`config.mk`:
```
export PLATFORM = sky130hd
export DESIGN_NAME = drc_run_cmd
export DESIGN_NICKNAME = d
export VERILOG_FILES = /design/src/drc_run_cmd.v
export VERILOG_INCLUDE_DIRS = /design/src /design/src/src
export SDC_FILE = /design/constraint.sdc
export NUM_CORES = 1
export LEC_CHECK = 0
export CAP_MARGIN = 10
export CORE_AREA = 2 2 155 157
export CTS_CLUSTER_DIAMETER = 40
export CTS_CLUSTER_SIZE = 24
export DETAILED_ROUTE_END_ITERATION = 10
export DIE_AREA = 0 0 157 159
export DONT_BUFFER_PORTS = 1
export SLEW_MARGIN = 20
export SYNTH_ARGS = -nofsm -noshare
export SYNTH_HDL_FRONTEND = slang
export SYNTH_SLANG_ARGS = --single-unit
```
`constraint.sdc`:
```
create_clock -name CLK -period 6.3 [get_ports CLK]
set_clock_uncertainty 0.1 [all_clocks]
set_input_delay 1.575 -clock CLK [delete_from_list [all_inputs] [get_ports CLK]]
set_output_delay 1.575 -clock CLK [all_outputs]
set_load 0.03 [all_outputs]
```
`src/drc_defs.vh`:
```
`ifndef DRC_DEFS_VH
`define DRC_DEFS_VH
// Output stop logic selections
`define DRC_OSL_NO 3'h0
`define DRC_OSL_NC 3'h2
`define DRC_OSL_MIX 3'h4
`define DRC_OSL_RST 3'h0
// Stop method selection values (seconds or codes)
`define DRC_SM_COAST_MAX 14'h0064
`define DRC_SM_OFFS_MIN 14'h03e8
`define DRC_SM_OFFS_MAX 14'h044c
`define DRC_SM_RAMP_DIR 14'h22b8
`define DRC_SM_RAMP 14'h270f
`define DRC_SM_OFFSET 14'h03e8
// Terminal function codes
`define DRC_FN_SECOND 7'h03
`define DRC_FN_OSTOP 7'h18
`define DRC_FN_HOLD 7'h19
`define DRC_FN_JOG 7'h05
`define DRC_FN_FWD 7'h3c
`define DRC_FN_REV 7'h3d
`define DRC_FN_NONE 7'h7f
// Terminal count and timing
`define DRC_NTERM 5
`define DRC_CLK_MHZ 250
`define DRC_TICK_US 1000
`define DRC_TICK_CYC (`DRC_TICK_US * `DRC_CLK_MHZ)
`define DRC_OSTOP_RESP_US 2000
`define DRC_OTHER_RESP_US 20000
`define DRC_MS_PER_S 10'h3e8
`endif

```
`src/drc_run_cmd.v`:
```
// Contract
// - Setting 4: terminal stop is normally closed, communication stop normally open.
// - Enable only for setting/source pairs 0:off/off, 2:on/on, 4:on/off.
// - Terminal output stop shuts output in every operation mode.
// - Function code 3 in any terminal slot gives second set select.
// - Second set select swaps the whole parameter set at once.
// - Seven second functions; deceleration may share acceleration alternate.
// - Setting 0 to 100 s: coast after delay; inputs keep directions.
// - Setting 1000 to 1100 s: coast after setting minus 1000 seconds.
// - Settings 1000-1100 or 8888: forward is run, reverse is direction.
// - Settings 9999 or 8888: ramp down when start command drops.
// - Two-wire ramp mode: one input runs that way; both off/on ramps down.
// - Forward start only on forward slot, reverse start only on reverse slot.
// - Hold input on (code 25) enables start self-holding; starts are triggers.
// - In holding mode a start pulse latches the run request.
// - Releasing the hold input clears the latch and ramps down.
// - While jog is on and enabled, the hold input is ignored.
// - Output stop leaves the self-holding latch unchanged.
// - Output stop while running shuts output at once, motor coasts.
// - Respond to output stop within 2 ms, other inputs within 20 ms.
// - Several terminals with one function are ORed; start codes count on their own slot only.
// - Output stop is function code 24; logic select resets to 0.
`timescale 1ns/1ps
`include "drc_defs.vh"
module drc_run_cmd
(
    input wire CLK,
    input wire RST,
    input wire [`DRC_NTERM-1:0] TERM_IN,
    input wire [7*`DRC_NTERM-1:0] TERM_FUNC,
    input wire COMM_OSTOP,
    input wire [2:0] OUTPUT_STOP_LOGIC_SELECT,
    input wire [13:0] STOP_METHOD_SELECT,
    input wire JOG_ENABLE,
    input wire [111:0] FIRST_SET,
    input wire [111:0] SECOND_SET,
    output reg OUTPUT_ENABLE,
    output reg RUN_REVERSE,
    output reg RAMP_REQUEST,
    output reg COASTING,
    output reg SECOND_SET_ACTIVE,
    output reg [111:0] ACTIVE_SET
);

    // ------------------------------------------------------------
    // Input synchronisers
    // ------------------------------------------------------------
    reg [`DRC_NTERM-1:0] term_s1_ff;
    reg [`DRC_NTERM-1:0] term_s2_ff;
    reg comm_s1_ff;
    reg comm_s2_ff;

    always @(posedge CLK)
    begin
        if (RST)
        begin
            term_s1_ff <= {`DRC_NTERM{1'b0}};
            term_s2_ff <= {`DRC_NTERM{1'b0}};
            comm_s1_ff <= 1'b0;
            comm_s2_ff <= 1'b0;
        end
        else
        begin
            term_s1_ff <= TERM_IN;
            term_s2_ff <= term_s1_ff;
            comm_s1_ff <= COMM_OSTOP;
            comm_s2_ff <= comm_s1_ff;
        end
    end

    // ------------------------------------------------------------
    // Terminal function decode
    // ------------------------------------------------------------
    function func_or;
        input [7*`DRC_NTERM-1:0] funcs;
        input [`DRC_NTERM-1:0] lv;
        input [6:0] code;
        integer i;
        begin
            func_or = 1'b0;
            for (i = 0; i < `DRC_NTERM; i = i + 1)
                if (funcs[7*i +: 7] == code)
                    func_or = func_or | lv[i];
        end
    endfunction

    // Start functions count only on their own dedicated slot
    function slot_is;
        input [7*`DRC_NTERM-1:0] funcs;
        input [`DRC_NTERM-1:0] lv;
        input integer slot;
        input [6:0] code;
        begin
            slot_is = (funcs[7*slot +: 7] == code) & lv[slot];
        end
    endfunction

    // Slot 0 is the forward start slot and slot 1 the reverse start slot
    wire [`DRC_NTERM-1:0] lv = term_s2_ff;
    wire term_ostop_raw = func_or(TERM_FUNC, lv, `DRC_FN_OSTOP);
    wire second_raw = func_or(TERM_FUNC, lv, `DRC_FN_SECOND);
    wire hold_raw = func_or(TERM_FUNC, lv, `DRC_FN_HOLD);
    wire jog_raw = func_or(TERM_FUNC, lv, `DRC_FN_JOG);
    wire fwd_raw = slot_is(TERM_FUNC, lv, 0, `DRC_FN_FWD);
    wire rev_raw = slot_is(TERM_FUNC, lv, 1, `DRC_FN_REV);

    // ------------------------------------------------------------
    // Output stop combination
    // ------------------------------------------------------------
    // Terminal stop passes the two sync stages like other inputs; that meets the 2 ms bound
    reg osl_ok;
    always @*
    begin
        case (OUTPUT_STOP_LOGIC_SELECT)
            `DRC_OSL_NO: osl_ok = ~term_ostop_raw & ~comm_s2_ff;
            `DRC_OSL_NC: osl_ok = term_ostop_raw & comm_s2_ff;
            `DRC_OSL_MIX: osl_ok = term_ostop_raw & ~comm_s2_ff;
            default: osl_ok = 1'b0;
        endcase
    end
    wire shutoff = ~osl_ok;

    // ------------------------------------------------------------
    // Stop method decode
    // ------------------------------------------------------------
    // Settings outside the listed ranges stop as two-wire ramp mode
    wire sm_coast_t = (STOP_METHOD_SELECT <= `DRC_SM_COAST_MAX);
    wire sm_coast_o = (STOP_METHOD_SELECT >= `DRC_SM_OFFS_MIN) &&
                      (STOP_METHOD_SELECT <= `DRC_SM_OFFS_MAX);
    wire sm_ramp_dir = (STOP_METHOD_SELECT == `DRC_SM_RAMP_DIR);
    wire run_dir_mode = sm_coast_o | sm_ramp_dir;
    wire coast_mode = sm_coast_t | sm_coast_o;
    wire [13:0] delay_s = sm_coast_o ? (STOP_METHOD_SELECT - `DRC_SM_OFFSET)
                                     : STOP_METHOD_SELECT;

    // ------------------------------------------------------------
    // Start command decode and self-holding
    // ------------------------------------------------------------
    reg fwd_d_ff;
    reg rev_d_ff;
    reg latch_run_ff;
    reg latch_rev_ff;
    wire hold_mode = hold_raw & ~(jog_raw & JOG_ENABLE);
    wire fwd_fall = fwd_d_ff & ~fwd_raw;
    wire rev_fall = rev_d_ff & ~rev_raw;

    always @(posedge CLK)
    begin
        if (RST)
        begin
            fwd_d_ff <= 1'b0;
            rev_d_ff <= 1'b0;
            latch_run_ff <= 1'b0;
            latch_rev_ff <= 1'b0;
        end
        else
        begin
            fwd_d_ff <= fwd_raw;
            rev_d_ff <= rev_raw;
            // Latch is independent of shutoff
            if (!hold_mode)
            begin
                latch_run_ff <= 1'b0;
                latch_rev_ff <= 1'b0;
            end
            else if (fwd_fall | rev_fall)
            begin
                latch_run_ff <= 1'b1;
                latch_rev_ff <= rev_fall & ~fwd_fall;
            end
        end
    end

    reg cmd_run;
    reg cmd_rev;
    always @*
    begin
        if (hold_mode)
        begin
            cmd_run = latch_run_ff | fwd_raw | rev_raw;
            cmd_rev = latch_run_ff ? latch_rev_ff : rev_raw & ~fwd_raw;
        end
        else if (run_dir_mode)
        begin
            cmd_run = fwd_raw;
            cmd_rev = rev_raw;
        end
        else
        begin
            cmd_run = fwd_raw ^ rev_raw;
            cmd_rev = rev_raw & ~fwd_raw;
        end
    end

    // ------------------------------------------------------------
    // Millisecond tick and coast delay
    // ------------------------------------------------------------
    // One millisecond of clock cycles; the count fits in 18 bits
    localparam [31:0] TICK_LAST_W = `DRC_TICK_CYC - 1;
    localparam [17:0] TICK_LAST = TICK_LAST_W[17:0];
    reg [17:0] tick_cnt_ff;
    reg [9:0] ms_cnt_ff;
    reg [13:0] sec_cnt_ff;
    reg run_d_ff;
    reg stopping_ff;
    wire cmd_fall = run_d_ff & ~cmd_run;
    wire tick = (tick_cnt_ff == TICK_LAST);
    wire delay_done = (sec_cnt_ff >= delay_s);

    always @(posedge CLK)
    begin
        if (RST)
        begin
            tick_cnt_ff <= 18'h00000;
            ms_cnt_ff <= 10'h000;
            sec_cnt_ff <= 14'h0000;
            run_d_ff <= 1'b0;
            stopping_ff <= 1'b0;
        end
        else
        begin
            run_d_ff <= cmd_run;
            if (cmd_fall)
            begin
                tick_cnt_ff <= 18'h00000;
                ms_cnt_ff <= 10'h000;
                sec_cnt_ff <= 14'h0000;
                stopping_ff <= 1'b1;
            end
            else if (cmd_run)
                stopping_ff <= 1'b0;
            else
            begin
                tick_cnt_ff <= tick ? 18'h00000 : tick_cnt_ff + 18'h00001;
                if (tick)
                begin
                    if (ms_cnt_ff == `DRC_MS_PER_S - 10'h001)
                    begin
                        ms_cnt_ff <= 10'h000;
                        if (!delay_done)
                            sec_cnt_ff <= sec_cnt_ff + 14'h0001;
                    end
                    else
                        ms_cnt_ff <= ms_cnt_ff + 10'h001;
                end
            end
        end
    end

    // ------------------------------------------------------------
    // Outputs
    // ------------------------------------------------------------
    // Priority: shutoff, then run, then a finished coast delay, else ramp
    reg nxt_output_enable;
    reg nxt_ramp_request;
    reg nxt_coasting;
    always @*
    begin
        nxt_output_enable = 1'b1;
        nxt_ramp_request = 1'b1;
        nxt_coasting = 1'b0;
        if (shutoff)
        begin
            nxt_output_enable = 1'b0;
            nxt_ramp_request = 1'b0;
            nxt_coasting = 1'b1;
        end
        else if (cmd_run)
            nxt_ramp_request = 1'b0;
        else if (stopping_ff && coast_mode && delay_done)
        begin
            nxt_output_enable = 1'b0;
            nxt_ramp_request = 1'b0;
            nxt_coasting = 1'b1;
        end
    end

    always @(posedge CLK)
    begin
        if (RST)
        begin
            OUTPUT_ENABLE <= 1'b0;
            RUN_REVERSE <= 1'b0;
            RAMP_REQUEST <= 1'b0;
            COASTING <= 1'b0;
            SECOND_SET_ACTIVE <= 1'b0;
            ACTIVE_SET <= 112'h0;
        end
        else
        begin
            SECOND_SET_ACTIVE <= second_raw;
            ACTIVE_SET <= second_raw ? SECOND_SET : FIRST_SET;
            if (cmd_run)
                RUN_REVERSE <= cmd_rev;
            OUTPUT_ENABLE <= nxt_output_enable;
            RAMP_REQUEST <= nxt_ramp_request;
            COASTING <= nxt_coasting;
        end
    end

endmodule // drc_run_cmd

```
==> impl_metrics.csv <==
group,metric,value,unit
floorplanning,initial_core_util,32.8,%
pwr,p_int,1.75,mW
synth,synth.distinct_cells,65,
route,vias,6751,
placement,dp_cells,1229,
timing,clock.fmax,0.205,GHz
global_routing,globalRouteTotalUtil,19.2,%
synth,synth_edf_count,0,
pwr,power.share.combinational,3.4,%
global_routing,grt_max_degree,139,
route,ant_nets,0,
synth,synth_seq_area_share,46.6,%
layout,finalNetCount,1233,
clock_tree,numCtsBuffers,17,
global_routing,antenna_found_initial,4,
synth,synth-async-reset-ratio,0,%
synth,synth.avg_cell_area,8.01,um2
floorplanning,io_pins,402,
worst_setup_path,start_kind,"input port",
timing,tightest_slew,1.08,ns
worst_setup_path,critPathArrivalTime,5.13,ns
layout,area_delta_synth_final,12.0,%
global_routing,met2_usage,31.9,%
timing,rsz0062_at_grt,"false",
timing,drv_slew,0,
synth,yosys_most_used_dff,"dfxtp_1",
pwr,sw_frac_of_total,27.8,%
worst_hold_path,hp-class,"reg -> reg",
route,drt-vias-per-instance,5.34,
worst_setup_path,cp_max_fo,10,
route,drt_iter0_drc,461,
clock_tree,clk_pin_slew,0.08,ns
clock_tree,cts_sinks,177,
worst_setup_path,cp_top_family,"simple AND/OR/NAND/NOR gates",
run_status,outcome,"finished clean",
placement,place.detailed.hpwl,18700,um
pwr,power.leakage,3.21,nW
synth,yosys_warnings,0,
clock_tree,hold_buffers,0,
pwr,pwr_density_cell,285,nW/um2
synth,syn_inst,949,
global_routing,grtUsageMet1,23.4,%
job,drv_cap,0,
worst_setup_path,worstSetupEndpointType,"flip-flop",
floorplanning,dieWidth,157,um
timing,setup_violations,0,
route,drt-total-wl,24500,um
floorplanning,core-area,23200,um2
worst_setup_path,cpPeakStageDelay,0.55,ns
worst_setup_path,critical_path_class,"in -> reg",
global_routing,gr-max-usage-layer,"met2",
worst_setup_path,crit_slowest_cell,"or4_1",
floorplanning,die_h,159,um
layout,nFillCells,2416,
pwr,power.share.sequential,52.3,%
clock_tree,cts_resized,0,
global_routing,gr-total-overflow,0,
placement,io_buffers,0,
synth,syn-cell-area,7600,um2
layout,final_cell_mix,"253 x nand2_1, 177 x dfxtp_1, 155 x a21oi_1",
layout,final_common_cell,"nand2_1",
global_routing,grt_pass1_wl,36700,um
synth,ys_seq_elements,177,
pwr,peakVddDrop,0.000133,V
timing,hold_viol_final,0,
pwr,p_clk_share,44.3,%
clock_tree,cts_buffer_depth,2,
clock_tree,clock_latency,0.42,ns
clock_tree,cts-root-buf,"clkbuf_16",
timing,max_slew_margin,26.8,%
worst_setup_path,path_cells,"o211ai_1 > a21boi_0 > nor2_1 > o21ai_1 > nor2_1 > xnor2_1 > ha_1 > nand4_1 > nor4_1 > a211o_1 > nor4_1 > nand3_1 > or4_1 > a21oi_1",
clock_tree,cts_tree,"built",
timing,finalCritPeriodShare,77.4,%
floorplanning,die_area,25000,um2
synth,synth_nets,1253,
placement,place.gp.congestion,0.860,
timing,tns,0,ns
global_routing,use_met3,6.15,%
global_routing,grt_pass1_vias,6529,
layout,fin_cells,1265,
clock_tree,h-tree-depth,4,
route,dr.pass1.iters,5,
pwr,p_switching,0.674,mW
worst_setup_path,path_buf_inv,0,
layout,drive_gt1_share,6.16,%
timing,period_needed,4.88,ns
floorplanning,rows,56,
clock_tree,cts_setup_buffers,0,
route,wl_per_cell,19.4,um
worst_setup_path,required,6.55,ns
route,route.detailed.drc,0,
==> power by group through the flow <==
| stage | clock network, mW | registers [mW] | logic (mW) |
|---|---|---|---|
| 2_1_floorplan | 0 | 1.28 | 0.0757 |
| 3_3_place_gp | 0 | 1.30 | 0.0812 |
| 3_5_place_dp | 0 | 1.29 | 0.0837 |
| 4_1_cts | 1.11 | 1.27 | 0.0834 |
| 5_1_grt | 1.16 | 1.27 | 0.0953 |
| 6_report | 1.07 | 1.27 | 0.0836 |
==> through the flow <==
stage	util (%)	instance area (um2)	hold WS, ns	total power, mW	setup slack, ns
after floorplan	-	7600	0.314	1.36	1.63
after global placement	34.0	7900	0.317	1.38	1.14
after detailed placement	34.0	7900	0.322	1.38	1.02
after CTS	36.7	8500	0.342	2.46	1.48
after global routing	36.7	8510	0.359	2.53	1.09
final	36.7	8510	0.336	2.42	1.42
==> synthesized netlist by cell type (all sizes together), types with 4 or more instances <==
| master | n | area (um2) |
|---|---|---|
| buf | 7 | 35.0 |
| nand4 | 12 | 75.1 |
| o21ai | 20 | 100 |
| and3 | 9 | 57.6 |
| or3 | 14 | 87.6 |
| nand3 | 31 | 155 |
| dfxtp | 177 | 3540 |
| nor3 | 13 | 75.1 |
| inv | 19 | 71.3 |
| ha | 19 | 238 |
| a21oi | 156 | 785 |
| nor4 | 12 | 81.3 |
| xnor2 | 8 | 70.1 |
| or4 | 17 | 128 |
| clkbuf | 43 | 161 |
| nand3b | 4 | 30.0 |
| o31ai | 19 | 143 |
| nand2b | 4 | 25.0 |
| and4b | 4 | 40.0 |
| o21bai | 4 | 37.5 |
| nor2b | 16 | 100 |
| nand2 | 253 | 950 |
| nor2 | 31 | 116 |
==> flip-flops by register name (all words and copies together), names as in the netlist, 5 cells and up <==
name and cells:
tick_cnt_ff 18, lv 5, ACTIVE_SET 112, term_s1_ff 5, ms_cnt_ff 10, sec_cnt_ff 14
==> layout make-up <==
cell class,count,area [um2],share of cell area (%)
diodes,4,10.0,0.118
clock inverters,14,166,1.96
clock buffers,18,439,5.16
inverters,19,71.3,0.838
multi-input cells,703,3800,44.6
repair buffers,11,82.6,0.970
flip-flops and latches,177,3540,41.6
well taps,319,399,4.69
==> cell families (layout without fill, tap and decap cells) <==
kind of cell             Yosys count  count (layout)  synth area share, %
AND/OR/NAND/NOR                  441             441                 27.6
AO/OA/AOI/OAI                    231             231                 17.7
flip-flops                       177             177                 46.6
buffers and inverters             69              62                 3.52
adder cells (fa/ha/maj)           19              19                 3.13
XOR/XNOR                          11              11                 1.27
multiplexers                       1               1                0.132
other                              0               4                    0
==> worst paths after layout <==
kind | end | cells past startpoint | slack [ns] | from
worst min-delay path | lv[3]$_SDFF_PP0_ | 1 | 0.34 | term_s1_ff[3]$_SDFF_PP0_
worst min register to register | lv[3]$_SDFF_PP0_ | 1 | 0.34 | term_s1_ff[3]$_SDFF_PP0_
worst max-delay path | sec_cnt_ff[9]$_SDFFE_PP0P_ | 14 | 1.42 | STOP_METHOD_SELECT[1]
worst max register to register | tick_cnt_ff[9]$_SDFFE_PP0N_ | 9 | 2.91 | lv[2]$_SDFF_PP0_
==> layer usage <==
metal,up-vias,wire [um]
li1,3280,-
met1,3185,9860
met2,265,12300
met3,21,1940
met4,0,416
met5,-,0
Note: power is estimated with default switching activity, not from simulation.
